===== src/logic/bss_cfg.svh =====
`ifndef BSS_CFG_SVH
`define BSS_CFG_SVH
// instruction fetch address taken once a boot has finished
`define BSS_RESET_ENTRY     16'h0200
// register offsets on the plain register port (16-bit words)
`define BSS_ADDR_CLKCTL     4'h0
`define BSS_ADDR_STATUS     4'h1
`define BSS_ADDR_STEPS      4'h2
`define BSS_ADDR_SRC_PAGE   4'h3
`define BSS_ADDR_DST_PAGE   4'h4
`define BSS_ADDR_DST_X      4'h5
`define BSS_ADDR_DST_Y      4'h6
`define BSS_ADDR_SRC_X      4'h7
`define BSS_ADDR_SRC_Y      4'h8
`define BSS_ADDR_REBOOT     4'h9
// clock control register fields
`define BSS_CLK_PLL_ON      0
`define BSS_CLK_SRC_PLL     1
`define BSS_CLK_DIV_SEL     2
`define BSS_CLK_OUT_EN      3
`define BSS_CLK_RATIO_LO    4
`define BSS_CLK_RATIO_HI    6
`define BSS_CLKCTL_RST      16'h0008
// timing
`define BSS_CLK_MHZ         40
`define BSS_PLL_LOCK_US     300
`define BSS_HALT_WAKE_MIN   10
`define BSS_HALT_WAKE_MAX   20
`endif


===== src/logic/bss_pkg.sv =====
package bss_pkg;
   // boot modes, listed in strap order 000..111
   typedef enum logic [2:0] {
      BSS_NO_BOOT, BSS_X_MEM, BSS_Y_MEM, BSS_XY_MEM,
      BSS_EXT_MEM, BSS_HOST, BSS_SERIAL, BSS_RESERVED
   } bss_boot_t;
   // sequencer states
   typedef enum logic [2:0] {
      ST_STRAP, ST_PLL_WAIT, ST_COPY, ST_RUN, ST_HALT, ST_WAKE, ST_STOP
   } bss_state_t;
endpackage


===== src/logic/bss_clk_if.sv =====
`timescale 1ns/1ps
// control of the system clock divider
interface bss_clk_if;
   logic [2:0] ratio;    // divide by ratio+1
   logic       div_sel;  // divided rate selected
   logic       gate;     // system clock masked
   logic       out_en;   // clock output pin enabled
   logic       tick;     // system clock enable pulse
   logic       pin;      // clock output pin level
   modport ctl (output ratio, div_sel, gate, out_en, input tick, pin);
   modport gen (input ratio, div_sel, gate, out_en, output tick, pin);
endinterface // bss_clk_if


===== src/logic/bss_boot_standby.sv =====
`timescale 1ns/1ps
`include "bss_cfg.svh"

//////////////////////////////////////////////////////////////////////
// Operation
// RL1 - sample four straps right after reset release
// RL2 - after boot, fetch from reset entry
// RL3 - low three straps encode boot mode
// RL4 - system straps no-boot on standby return
// RL5 - memory boot copies X, Y, XY, external
// RL6 - host boot: parameters then code via host
// RL7 - serial boot: parameters then code serially
// RL8 - reboot entries one to four: memory
// RL9 - entry five: host reboot with parameters
// RL10 - entry six: serial reboot with parameters
// RL11 - software loads steps and destination page
// RL12 - software loads source pointers and page
// RL13 - host/serial destination offset by 0x8000
// RL14 - serial reboot status value 0x0EC0
// RL15 - halt stops all but clock, PLL
// RL16 - halt leaves on interrupt, 10-20 clocks
// RL17 - software picks external clock first
// RL18 - halt runs divided system and output clock
// RL19 - stop masks internal system clock
// RL20 - stop with PLL off halts clock circuit
// RL21 - stop leaves on reset or release pin
// RL22 - fourth strap selects PLL lock range
// RL23 - stop exit needs no PLL lock wait
// RL24 - PLL off at reset, started by boot
// RL25 - strap 111 falls back to no boot
module bss_boot_standby #(
   parameter int unsigned PLL_LOCK_CYCLES = `BSS_PLL_LOCK_US * `BSS_CLK_MHZ
) (
   input  wire logic        i_clock,
   input  wire logic        i_reset_n,
   input  wire logic        i_boot_strap_bit0,
   input  wire logic        i_boot_strap_bit1,
   input  wire logic        i_boot_strap_bit2,
   input  wire logic        i_lock_range_strap,
   input  wire logic        i_sleep_release_pin,
   input  wire logic        i_halt_instr,
   input  wire logic        i_stop_instr,
   input  wire logic        i_irq,
   input  wire logic        i_copy_done,
   input  wire logic [3:0]  i_reg_addr,
   input  wire logic [15:0] i_reg_wdata,
   input  wire logic        i_reg_wr,
   input  wire logic        i_reg_rd,
   output logic      [15:0] o_reg_rdata,
   output logic      [2:0]  o_boot_mode,
   output logic             o_lock_range,
   output logic             o_pll_enable,
   output logic             o_pll_select,
   output logic             o_clkgen_run,
   output logic             o_sys_clk_en,
   output logic             o_sys_tick,
   output logic             o_clock_output_pin,
   output logic             o_core_run,
   output logic             o_fetch_start,
   output logic      [15:0] o_fetch_addr,
   output logic             o_reboot_done,
   output logic             o_copy_req,
   output logic      [2:0]  o_copy_mode,
   output logic      [15:0] o_step_count_param,
   output logic      [15:0] o_source_page_param,
   output logic      [15:0] o_dest_page_param,
   output logic      [15:0] o_dest_addr_pointer_x,
   output logic      [15:0] o_dest_addr_pointer_y,
   output logic      [15:0] o_src_addr_pointer_x,
   output logic      [15:0] o_src_addr_pointer_y
);
   bss_pkg::bss_state_t st_q;          // sequencer state
   bss_pkg::bss_boot_t  mode_q;        // boot mode from straps
   bss_pkg::bss_boot_t  copy_mode_q;   // mode handed to copy engines
   logic [3:0]  strap_s1_q;            // strap sync, first stage
   logic [3:0]  strap_s2_q;            // strap sync, second stage
   logic        rel_s1_q;              // release pin sync, first stage
   logic        rel_s2_q;              // release pin sync, second stage
   logic        rel_s3_q;              // for the edge
   logic [1:0]  strap_cnt_q;           // lets the sync chain fill
   logic [15:0] lock_cnt_q;            // PLL lock time count
   logic [4:0]  wake_cnt_q;            // halt release delay
   logic [15:0] ctl_q;                 // clock control register
   logic [15:0] params_q [0:6];        // reboot parameter words
   logic        lock_range_q;
   logic        copy_req_q;
   logic        fetch_q;
   logic        core_run_q;
   logic        reboot_q;              // copy started by software
   logic        reboot_done_q;
   logic [15:0] fetch_addr_q;
   logic [15:0] rdata_q;
   logic        tick_q;
   logic        pin_q;
   logic        strap_done;
   logic        pll_locked;
   logic        rel_rise;
   logic        boot_pll_start;
   logic        boot_pll_sel;
   logic        reboot_wr;
   bss_pkg::bss_boot_t strap_mode;
   bss_pkg::bss_boot_t entry_mode;

   bss_clk_if clk ();

   // maps a 3-bit code to a boot mode; the unused code means no boot
   function automatic bss_pkg::bss_boot_t bss_mode_of(input logic [2:0] code);
      bss_mode_of = bss_pkg::bss_boot_t'(code);
      if (code == 3'h7) begin
         bss_mode_of = bss_pkg::BSS_NO_BOOT; // RL25
      end
   endfunction

   //////////////////////////////////////////////////////////////////////
   // synchronisers: straps and release pin come from outside the clock
   always_ff @(posedge i_clock) begin
      if (!i_reset_n) begin
         strap_s1_q <= 4'h0;
         strap_s2_q <= 4'h0;
         rel_s1_q   <= 1'b0;
         rel_s2_q   <= 1'b0;
         rel_s3_q   <= 1'b0;
      end else begin
         strap_s1_q <= {i_lock_range_strap, i_boot_strap_bit2,
                        i_boot_strap_bit1, i_boot_strap_bit0};
         strap_s2_q <= strap_s1_q;
         rel_s1_q   <= i_sleep_release_pin;
         rel_s2_q   <= rel_s1_q;
         rel_s3_q   <= rel_s2_q;
      end
   end

   // the straps are read once the chain holds post-reset samples
   always_ff @(posedge i_clock) begin
      if (!i_reset_n) begin
         strap_cnt_q <= 2'h0;
      end else if (strap_cnt_q != 2'h3) begin
         strap_cnt_q <= strap_cnt_q + 2'h1;
      end
   end

   assign strap_done = st_q == bss_pkg::ST_STRAP && strap_cnt_q == 2'h3;
   assign strap_mode = bss_mode_of(strap_s2_q[2:0]); // RL3
   assign entry_mode = bss_mode_of(i_reg_wdata[2:0]);
   assign rel_rise   = rel_s2_q && !rel_s3_q;
   assign pll_locked = lock_cnt_q == PLL_LOCK_CYCLES[15:0];
   // no-boot and external boot stay on the input clock
   assign boot_pll_start = strap_done && strap_mode != bss_pkg::BSS_NO_BOOT
                           && strap_mode != bss_pkg::BSS_EXT_MEM; // RL24
   assign boot_pll_sel = st_q == bss_pkg::ST_PLL_WAIT && pll_locked;
   // reboot accepted only while running and only for entries one to six
   assign reboot_wr = i_reg_wr && i_reg_addr == `BSS_ADDR_REBOOT
                      && st_q == bss_pkg::ST_RUN
                      && entry_mode != bss_pkg::BSS_NO_BOOT; // RL8

   //////////////////////////////////////////////////////////////////////
   // clock control register; boot turns the PLL on and selects it
   always_ff @(posedge i_clock) begin
      if (!i_reset_n) begin
         ctl_q <= `BSS_CLKCTL_RST; // RL24
      end else begin
         if (i_reg_wr && i_reg_addr == `BSS_ADDR_CLKCTL) begin
            ctl_q <= i_reg_wdata;
         end
         if (boot_pll_start) begin
            ctl_q[`BSS_CLK_PLL_ON] <= 1'b1; // RL24
         end
         if (boot_pll_sel) begin
            ctl_q[`BSS_CLK_SRC_PLL] <= 1'b1;
         end
      end
   end

   // lock time counts only while the PLL is on; switching it off
   // restarts the count, which is why stop keeps it running
   always_ff @(posedge i_clock) begin
      if (!i_reset_n || !ctl_q[`BSS_CLK_PLL_ON]) begin
         lock_cnt_q <= 16'h0000;
      end else if (!pll_locked) begin
         lock_cnt_q <= lock_cnt_q + 16'h0001;
      end
   end

   //////////////////////////////////////////////////////////////////////
   // reboot parameter words, forwarded to the copy engines
   generate
      for (genvar g = 0; g < 7; g++) begin : g_param
         always_ff @(posedge i_clock) begin
            if (!i_reset_n) begin
               params_q[g] <= 16'h0000;
            end else if (i_reg_wr && i_reg_addr == 4'(g + 2)) begin
               params_q[g] <= i_reg_wdata; // RL9
            end
         end
      end
   endgenerate

   //////////////////////////////////////////////////////////////////////
   // boot and standby sequencer
   always_ff @(posedge i_clock) begin
      if (!i_reset_n) begin
         st_q          <= bss_pkg::ST_STRAP;
         mode_q        <= bss_pkg::BSS_NO_BOOT;
         copy_mode_q   <= bss_pkg::BSS_NO_BOOT;
         lock_range_q  <= 1'b0;
         copy_req_q    <= 1'b0;
         fetch_q       <= 1'b0;
         core_run_q    <= 1'b0;
         reboot_q      <= 1'b0;
         reboot_done_q <= 1'b0;
         fetch_addr_q  <= 16'h0000;
         wake_cnt_q    <= 5'h00;
      end else begin
         fetch_q       <= 1'b0;
         reboot_done_q <= 1'b0;
         case (st_q)
            bss_pkg::ST_STRAP: begin
               if (strap_done) begin
                  mode_q       <= strap_mode; // RL1
                  lock_range_q <= strap_s2_q[3]; // RL22
                  copy_mode_q  <= strap_mode;
                  if (strap_mode == bss_pkg::BSS_NO_BOOT) begin
                     // nothing to load: straight to the reset entry
                     st_q         <= bss_pkg::ST_RUN;
                     fetch_q      <= 1'b1;
                     core_run_q   <= 1'b1;
                     fetch_addr_q <= `BSS_RESET_ENTRY; // RL2
                  end else if (strap_mode == bss_pkg::BSS_EXT_MEM) begin
                     st_q       <= bss_pkg::ST_COPY;
                     copy_req_q <= 1'b1; // RL5
                  end else begin
                     st_q <= bss_pkg::ST_PLL_WAIT; // RL24
                  end
               end
            end
            bss_pkg::ST_PLL_WAIT: begin
               // X, Y and XY memory, host and serial loads run on the PLL output
               if (pll_locked) begin
                  st_q       <= bss_pkg::ST_COPY;
                  copy_req_q <= 1'b1; // RL6
               end
            end
            bss_pkg::ST_COPY: begin
               // the engine picked by copy mode moves the code
               if (i_copy_done) begin
                  copy_req_q <= 1'b0;
                  st_q       <= bss_pkg::ST_RUN;
                  core_run_q <= 1'b1;
                  reboot_q   <= 1'b0;
                  if (reboot_q) begin
                     reboot_done_q <= 1'b1; // RL10
                  end else begin
                     fetch_q      <= 1'b1;
                     fetch_addr_q <= `BSS_RESET_ENTRY; // RL2
                  end
               end
            end
            bss_pkg::ST_RUN: begin
               if (reboot_wr) begin
                  // entry number equals copy mode code
                  st_q        <= bss_pkg::ST_COPY;
                  copy_mode_q <= entry_mode; // RL7
                  copy_req_q  <= 1'b1;
                  reboot_q    <= 1'b1;
                  core_run_q  <= 1'b0;
               end else if (i_stop_instr) begin
                  st_q       <= bss_pkg::ST_STOP; // RL19
                  core_run_q <= 1'b0;
               end else if (i_halt_instr) begin
                  st_q       <= bss_pkg::ST_HALT; // RL15
                  core_run_q <= 1'b0;
               end
            end
            bss_pkg::ST_HALT: begin
               // state and memory are untouched; only the core waits
               if (i_irq) begin
                  st_q       <= bss_pkg::ST_WAKE;
                  wake_cnt_q <= 5'h01;
               end
            end
            bss_pkg::ST_WAKE: begin
               if (wake_cnt_q == 5'(`BSS_HALT_WAKE_MIN - 1)) begin
                  st_q       <= bss_pkg::ST_RUN; // RL16
                  core_run_q <= 1'b1;
               end else begin
                  wake_cnt_q <= wake_cnt_q + 5'h01;
               end
            end
            bss_pkg::ST_STOP: begin
               // the PLL was never stopped by hardware, so no lock wait
               if (rel_rise) begin
                  st_q       <= bss_pkg::ST_RUN; // RL21
                  core_run_q <= 1'b1; // RL23
               end
            end
            default: begin
               st_q <= bss_pkg::ST_STRAP;
            end
         endcase
      end
   end

   //////////////////////////////////////////////////////////////////////
   // divider control: halt forces divided rate, stop masks the clock
   assign clk.ratio   = ctl_q[`BSS_CLK_RATIO_HI:`BSS_CLK_RATIO_LO];
   assign clk.div_sel = ctl_q[`BSS_CLK_DIV_SEL]
                        || st_q == bss_pkg::ST_HALT; // RL18
   assign clk.gate    = st_q == bss_pkg::ST_STOP; // RL19
   assign clk.out_en  = ctl_q[`BSS_CLK_OUT_EN];

   bss_clk_div u_div (
      .i_clock   (i_clock),
      .i_reset_n (i_reset_n),
      .clk       (clk.gen)
   );

   // divider outputs retimed so every port leaves a local flop
   always_ff @(posedge i_clock) begin
      if (!i_reset_n) begin
         tick_q <= 1'b0;
         pin_q  <= 1'b0;
      end else begin
         tick_q <= clk.tick;
         pin_q  <= clk.pin;
      end
   end

   //////////////////////////////////////////////////////////////////////
   // register read port: data stand in the cycle after the strobe
   always_ff @(posedge i_clock) begin
      if (!i_reset_n || !i_reg_rd) begin
         rdata_q <= 16'h0000;
      end else begin
         case (i_reg_addr)
            `BSS_ADDR_CLKCTL: rdata_q <= ctl_q;
            `BSS_ADDR_STATUS: rdata_q <= {7'h00, copy_req_q, pll_locked,
                                          lock_range_q, st_q, mode_q};
            `BSS_ADDR_REBOOT: rdata_q <= {13'h0000, copy_mode_q};
            default: begin
               if (i_reg_addr >= `BSS_ADDR_STEPS
                   && i_reg_addr <= `BSS_ADDR_SRC_Y) begin
                  rdata_q <= params_q[3'(i_reg_addr - `BSS_ADDR_STEPS)];
               end else begin
                  rdata_q <= 16'h0000; // unmapped reads as zero
               end
            end
         endcase
      end
   end

   //////////////////////////////////////////////////////////////////////
   // outputs
   assign o_reg_rdata           = rdata_q;
   assign o_boot_mode           = mode_q;
   assign o_lock_range          = lock_range_q;
   assign o_pll_enable          = ctl_q[`BSS_CLK_PLL_ON];
   assign o_pll_select          = ctl_q[`BSS_CLK_SRC_PLL];
   assign o_sys_tick            = tick_q;
   assign o_clock_output_pin    = pin_q;
   assign o_core_run            = core_run_q;
   assign o_fetch_start         = fetch_q;
   assign o_fetch_addr          = fetch_addr_q;
   assign o_reboot_done         = reboot_done_q;
   assign o_copy_req            = copy_req_q;
   assign o_copy_mode           = copy_mode_q;
   assign o_step_count_param    = params_q[0];
   assign o_source_page_param   = params_q[1];
   assign o_dest_page_param     = params_q[2];
   assign o_dest_addr_pointer_x = params_q[3];
   assign o_dest_addr_pointer_y = params_q[4];
   assign o_src_addr_pointer_x  = params_q[5];
   assign o_src_addr_pointer_y  = params_q[6];

   // system enable and clock circuit state kept in flops
   always_ff @(posedge i_clock) begin
      if (!i_reset_n) begin
         o_sys_clk_en <= 1'b1;
         o_clkgen_run <= 1'b1;
      end else begin
         o_sys_clk_en <= st_q != bss_pkg::ST_STOP; // RL19
         o_clkgen_run <= !(st_q == bss_pkg::ST_STOP
                           && !ctl_q[`BSS_CLK_PLL_ON]); // RL20
      end
   end

   //////////////////////////////////////////////////////////////////////
   // checks
   AST_STRAP_LATCH: assert property (@(posedge i_clock) disable iff (!i_reset_n)
      strap_done |=> o_boot_mode == bss_mode_of($past(strap_s2_q[2:0])))
      else $error("boot mode not taken from straps"); // RL1
   AST_FETCH_ENTRY: assert property (@(posedge i_clock) disable iff (!i_reset_n)
      o_fetch_start |-> o_fetch_addr == `BSS_RESET_ENTRY && o_core_run)
      else $error("fetch not at reset entry"); // RL2
   AST_RESERVED: assert property (@(posedge i_clock) disable iff (!i_reset_n)
      strap_done && strap_s2_q[2:0] == 3'h7 |=> o_fetch_start && !o_copy_req)
      else $error("reserved strap did not fall back"); // RL25
   AST_LOCK_RANGE: assert property (@(posedge i_clock) disable iff (!i_reset_n)
      strap_done |=> o_lock_range == $past(strap_s2_q[3]))
      else $error("lock range strap not taken"); // RL22
   AST_NO_PLL: assert property (@(posedge i_clock) disable iff (!i_reset_n)
      strap_done && (strap_s2_q[2:0] == 3'h0 || strap_s2_q[2:0] == 3'h4)
      |=> !o_pll_enable)
      else $error("PLL started for input-clock boot"); // RL24
   AST_COPY_HOLD: assert property (@(posedge i_clock) disable iff (!i_reset_n)
      o_copy_req && !i_copy_done |=> o_copy_req && $stable(o_copy_mode))
      else $error("copy request dropped early"); // RL5
   AST_HALT_DIV: assert property (@(posedge i_clock) disable iff (!i_reset_n)
      st_q == bss_pkg::ST_HALT |-> clk.div_sel && !clk.gate && !o_core_run)
      else $error("halt clocking wrong"); // RL18
   AST_HALT_WAKE: assert property (@(posedge i_clock) disable iff (!i_reset_n)
      st_q == bss_pkg::ST_HALT && i_irq |-> ##1 !o_core_run[*8] ##[1:12] o_core_run)
      else $error("halt release not in 10 to 20 clocks"); // RL16
   AST_STOP_GATE: assert property (@(posedge i_clock) disable iff (!i_reset_n)
      st_q == bss_pkg::ST_STOP |=> !o_sys_clk_en)
      else $error("system clock not masked in stop"); // RL19
   AST_STOP_PLL: assert property (@(posedge i_clock) disable iff (!i_reset_n)
      st_q == bss_pkg::ST_STOP && !o_pll_enable |=> !o_clkgen_run)
      else $error("clock circuit runs in stop with PLL off"); // RL20
   AST_STOP_EXIT: assert property (@(posedge i_clock) disable iff (!i_reset_n)
      st_q == bss_pkg::ST_STOP && rel_rise |=> o_core_run && !o_fetch_start)
      else $error("stop release failed"); // RL21
endmodule // bss_boot_standby


===== src/logic/bss_clk_div.sv =====
`timescale 1ns/1ps
module bss_clk_div (
   input  wire logic i_clock,
   input  wire logic i_reset_n,
   bss_clk_if.gen    clk
);
   logic [2:0] cnt_q;   // position within divided period
   logic       tick_q;  // enable pulse
   logic       pin_q;   // pin level

   ////////////////////////////////////////////////////////////////////
   // period counter, held at zero while masked
   always_ff @(posedge i_clock) begin
      if (!i_reset_n) begin
         cnt_q <= 3'h0;
      end else if (clk.gate || !clk.div_sel || cnt_q == clk.ratio) begin
         cnt_q <= 3'h0;
      end else begin
         cnt_q <= cnt_q + 3'h1;
      end
   end

   // one pulse per period; none at all while masked
   always_ff @(posedge i_clock) begin
      if (!i_reset_n) begin
         tick_q <= 1'b0;
      end else begin
         tick_q <= !clk.gate && (!clk.div_sel || cnt_q == clk.ratio);
      end
   end

   // divided: high for one cycle per period, not 50 % duty.
   // undivided: a flop cannot copy the clock, so it toggles instead
   always_ff @(posedge i_clock) begin
      if (!i_reset_n) begin
         pin_q <= 1'b0;
      end else if (clk.gate || !clk.out_en) begin
         pin_q <= 1'b0;
      end else if (clk.div_sel) begin
         pin_q <= cnt_q == clk.ratio;
      end else begin
         pin_q <= !pin_q;
      end
   end

   assign clk.tick = tick_q;
   assign clk.pin  = pin_q;
endmodule // bss_clk_div


===== config.mk =====
export PLATFORM = sky130hd
export DESIGN_NAME = bss_boot_standby
export DESIGN_NICKNAME = d
export VERILOG_FILES = /design/src/logic/bss_pkg.sv /design/src/logic/bss_clk_if.sv /design/src/logic/bss_boot_standby.sv /design/src/logic/bss_clk_div.sv
export VERILOG_INCLUDE_DIRS = /design/src /design/src/logic
export SDC_FILE = /design/constraint.sdc
export NUM_CORES = 1
export LEC_CHECK = 0
export BUFFER_PORTS_ARGS = -buffer_cell sky130_fd_sc_hd__buf_2
export CAP_MARGIN = 0
export CORE_ASPECT_RATIO = 0.7
export CORE_MARGIN = 1.5
export CORE_UTILIZATION = 35
export DETAILED_ROUTE_END_ITERATION = 8
export PLACE_DENSITY_LB_ADDON = 0.3
export SLEW_MARGIN = 20
export SYNTH_ARGS = -nofsm -noshare
export SYNTH_HDL_FRONTEND = slang
export SYNTH_SLANG_ARGS = --single-unit
export TNS_END_PERCENT = 20

===== constraint.sdc =====
create_clock -name i_clock -period 7.9 [get_ports i_clock]
set_clock_uncertainty 0.1 [all_clocks]
set_input_delay 1.58 -clock i_clock [delete_from_list [all_inputs] [get_ports i_clock]]
set_output_delay 1.58 -clock i_clock [all_outputs]
set_load 0.01 [all_outputs]

After elaboration in Yosys (flattened, before gate mapping) --
Memory sizes are Yosys's and may differ from the RTL's. Index checks and enable logic that the tools add are counted. Widths: inputs -> output; s select.
Word-level totals: bits in registers 106, RAM bits 112, input bits 33, output and inout bits 161, word-level logic and storage cells 225, memories kept 1
Memory list:
- params_q | depth 7, bits a word 16, read ports 8, clocked after memory_dff 0, wr ports 7, RTL line bss_boot_standby.sv:84 | logic [15:0] params_q [0:6];
Cells by class: add/sub/neg operators 5, $lt $le $gt $ge 2, eq/ne operators 38, muxes and demuxes 83, bitwise operators 8, reductions and logical operators 59
Operators with widths (number):
- $mux 16 | 12
- $pmux 16 s3 | 1
- $mux 1 | 44
- $mux 3 | 13
- $pmux 16 s2 | 1
- $ne 2x2->1 const B | 11
- $pmux 3 s7 | 1
- $reduce_and 7->1 | 3
- $logic_and 1x1->1 | 19
- $eq 3x3->1 const B | 6
- $add 16x1->16 const B | 1
- $eq 16x14->1 const B | 1
- $eq 4x3->1 const B | 4
- $reduce_and 3->1 | 4
- $reduce_bool 2->1 | 6
- $mux 5 | 2
- $pmux 5 s2 | 1
- $logic_not 1->1 | 9
- $eq 4x2->1 const B | 2
- $eq 4x4->1 const B | 2
- $logic_or 1x1->1 | 7
- $or 1x1->1 | 7
- $eq 3x2->1 const B | 2
- $logic_not 3->1 | 2
- other kinds (27) | 34

Depth between registers and ports, before layout --
depth in word-level cells 7, gate-level depth with buffers 9, mapped depth without buffers 7

By module --
From an unflattened synthesis, not the netlist that was laid out.
Second synthesis, totals: cell total of the unflattened synthesis 812, area total of the unflattened synthesis 9312.7 µm²
Modules (own cells, without submodules):
- bss_boot_standby | instances 1, cells each 790, area an instance 9087.5 µm², sequential area each 5084.9 µm²
- bss_clk_div | instances 1, cells each 22, area an instance 225.2 µm², sequential area each 100.1 µm²

Least setup slack after synthesis --
OpenSTA, ideal clock, no wires.
path type input to register, from in i_reg_addr[0], to mem params_q[2][0] (enable), setup time 414 ps, data arrival time 3440 ps, required time 7386 ps, slack 3945 ps, stages 4, path buffers 3, cell sequence buf_4 > buf_4 > buf_2 > o31ai_1
RTL lines:
- start: declaration | RTL line bss_boot_standby.sv:45 | input wire logic [3:0] i_reg_addr,
- end: declaration | RTL line bss_boot_standby.sv:84

Worst setup path after layout --
from in i_reg_addr[1], to reg rdata_q[4], in the netlist o_reg_rdata[4]
Between the ends: longest elaborated chain between the ends 4, elaborated cells on any way between the ends 10, those cells by class add/sub: 1; order compare: 2; eq/ne: 2; mux: 2; reduce/logical: 2; memory: 1
Ends and longest elaborated chain:
- $sub 3x2->3 (no line) (tied with other cells)
- $mem_v2 7x16 / $logic_and 1x1->1 (equally long branches)
- $mux 16 | RTL line bss_boot_standby.sv:340 | if (i_reg_addr >= `BSS_ADDR_STEPS
- $pmux 16 s3 * | RTL line bss_boot_standby.sv:334 | case (i_reg_addr)
- end signal: assignment | RTL line bss_boot_standby.sv:335 | `BSS_ADDR_CLKCTL: rdata_q <= ctl_q;
- end signal: assignment | RTL line bss_boot_standby.sv:336 | `BSS_ADDR_STATUS: rdata_q <= {7'h00, copy_req_q, pll_locked,
- end signal: assignment | RTL line bss_boot_standby.sv:342 | rdata_q <= params_q[3'(i_reg_addr - `BSS_ADDR_STEPS)];
- end: declaration | RTL line bss_boot_standby.sv:92 | logic [15:0] rdata_q;
Mark *: on every way between the ends. The rest lies on a longest branch, timed or not. A chain may end at the register's enable or synchronous reset.

==> results.md <==
* Hold depth at 1
* Starting Density at 0.356
* Total GRT Usage at 0.191
* Antenna violations before repair at 1
* HPWL after DPL at around 19 mm
* Max-Cap Viols at 0
* Pleak at 4.21 nW
* Reg2reg start: st_q[1]
* Sequential-to-total area share from yosys stat at 0.569
* CTS tree: built
* Post-Syn Area at 0.00911 sq mm
* Period minus WS final at 3690 ps
* Rows at between 40 and 50
* Ports at slightly below 200
* Status: finished clean
* Met2 Usage GRT at 0.277
* Hold Path Sink: strap_s2_q[2]
* Grt met3 use at 0.0365
* Cell area power density at 238 mW/mm^2
* Clock buffer depth at 3
* Vias in the first global route at 6305
* Insertion delay to the later sink of the worst-skew pair at around 500 ps
* TritonRoute pass-1 iters at 5
* Routability Congestion at 0.808
* Vias per cell at 5.08
* Normalized max-slew margin at 0.281
* Fmax at 271 MHz
* Largest net degree at the start of global routing at 59
* Top FF cell, synth: edfxtp_1
* Setup Buffers After CTS at 0
* First-pass GRT wire length at between 30 and 40 mm
* TritonCTS buffer count at 22
* Mapped Cells at 815
* Total vias in the final route at just under 7000
* Port bufs at about 180
* Mapped Avg Cell Area at 11.2 sq um
* FFs w/ async S/R, synth at 0
* Worst slew pin tran at 1070 ps
* Clock transition at the registers of the reported paths at 60 ps
* Most frequent cells in the layout: buf_2, and2_1, edfxtp_1
* M1 GR Usage at 0.292
* Setup TNS at 0 ps
* RSZ-0062 raised after global routing: false
* Critical Path End Type: flip-flop
* Critical path data required time at 8190 ps
* GR peak layer: met1
* Final ANT Viol Nets at 0
* Final Max Slew Viols at 0
* HP Start: strap_s1_q[2]
* CP Class: primary input to flip-flop
* Reg2Reg Depth at 4
* CTS resizes at 0
* Die Height at about 140 microns
* Die footprint at about 0.027 sq mm
* Overflow after GRT at 0
* Arr. time, crit path at 3980 ps
* Worst setup path startpoint: i_reg_addr[1]
* Layout cells sized above 1 at 0.257
* FILL cells at 2491
* H-tree levels at 1
* Final setup fails at 0
* Synth cell types at a little over 60
* Hold-fix buffers, CTS at 0
* CTS Sinks at slightly above 200
* Register area at about 0.0052 sq mm
* Drt drc at 0
* Syn-to-layout area delta at 19.9%
* Net count, final at 1020
* VDD IR-drop max at 0.141 mV
* Reg2reg setup slack at 5550 ps
* CTS root buf: clkbuf_16
* Worst R2R End: st_q[1]
* Most common cell after layout, fill and taps aside: buf_2
* Tcrit/Tclk final at 0.467
* Area occupied by multi-input gates at 0.00362 sq mm
* WL/cell at around 20 microns
* DR iter-0 viols at 505
* Final Hold Viols at 0
* CP Launch Type: primary input
* Die Width at roughly 200 microns
* Drt total wl at 25.9 mm
* YS warnings at 0
* Yosys reg bits at 203
* EDFF count, synth at 112
* Util after Layout at 0.426
* Core ar. at 0.0256 sq mm
* Crit Path Max Fanout at 58
* Tightest Hold Check Type: flip-flop to flip-flop
cell type report:
class,count,area share
well taps,331,0.0379
diodes,2,0.000458
clock buffers,32,0.0595
clock inverters,8,0.00355
multi-input cells,553,0.331
flip-flops and latches,203,0.475
inverters,12,0.00412
repair buffers,188,0.0884
registers in the layout, indices dropped and copies added (netlist names), 2 cells and up:
name         cells
ctl_q           16
lock_cnt_q      16
o_boot_mode      3
o_copy_mode      3
o_reg_rdata     16
params_q       112
st_q             3
strap_cnt_q      2
strap_s1_q       4
strap_s2_q       4
u_div.cnt_q      3
wake_cnt_q       5
synth_stat cells, types with 10 or more instances:
cell,number,area [sq um]
mux4_2,16,360
a211oi_1,19,143
a21oi_1,41,205
o21ai_0,27,135
nand2_1,72,270
inv_1,12,45.0
dfxtp_1,91,1820
clkbuf_1,27,101
and2_0,10,62.6
and2_1,133,832
nand3_1,21,105
mux2i_1,18,180
buf_4,19,143
xor2_1,16,140
nor2_1,64,240
buf_2,12,60.1
edfxtp_1,112,3360
critical path: stages:
cell	delay (ps)
buf_2	80
buf_4	550
inv_1	150
ha_1	990
and2_1	240
o21ai_0	110
a21oi_1	250
cell families (layout without fill, tap and decap cells):
group | after synthesis | in the layout | share of synthesized area
AO/OA/AOI/OAI | 121 | 121 | 0.0912
XOR/XNOR | 21 | 21 | 0.0202
adder cells (fa/ha/maj) | 7 | 7 | 0.00961
buffers and inverters | 73 | 240 | 0.0405
flip-flops | 203 | 203 | 0.569
multiplexers | 34 | 34 | 0.0593
other | 1 | 17 | 0.000412
AND/OR/NAND/NOR | 355 | 355 | 0.210
power breakdown:
group	switching (mW)	internal, mW
Combinational	0.226	0.145
Clock	0.409	0.569
Sequential	0.0755	1.18
through the flow:
stage	cell area [sq um]	total power, mW	hold slack [ps]	instances	setup WS, ps
2_1_floorplan	9160	1.50	312	829	3950
3_3_place_gp	10200	1.64	318	1287	3420
3_5_place_dp	10200	1.65	321	1287	3440
4_1_cts	10900	2.62	318	1327	3940
5_1_grt	10900	2.72	347	1327	4010
6_report	10900	2.60	316	1329	4210
per-layer routing:
| layer | wire (microns) | vias up |
|---|---|---|
| met1 | 13000 | 3276 |
| li1 | - | 3195 |
| met3 | 1830 | 30 |
| met4 | 484 | 0 |
| met2 | 10600 | 253 |
| met5 | 0 | - |
how the worst max path moves through the flow:
stage,end,slack (ps),cells after the start
finish,o_reg_rdata[4],4210,7
CTS,params_q[2][12],3940,5
global placement,params_q[1][13],3420,4
floorplan,params_q[2][0],3950,4
global route,o_reg_rdata[4],4010,7
detailed placement,params_q[2][6],3440,5
(Power assumes the default switching activity.)
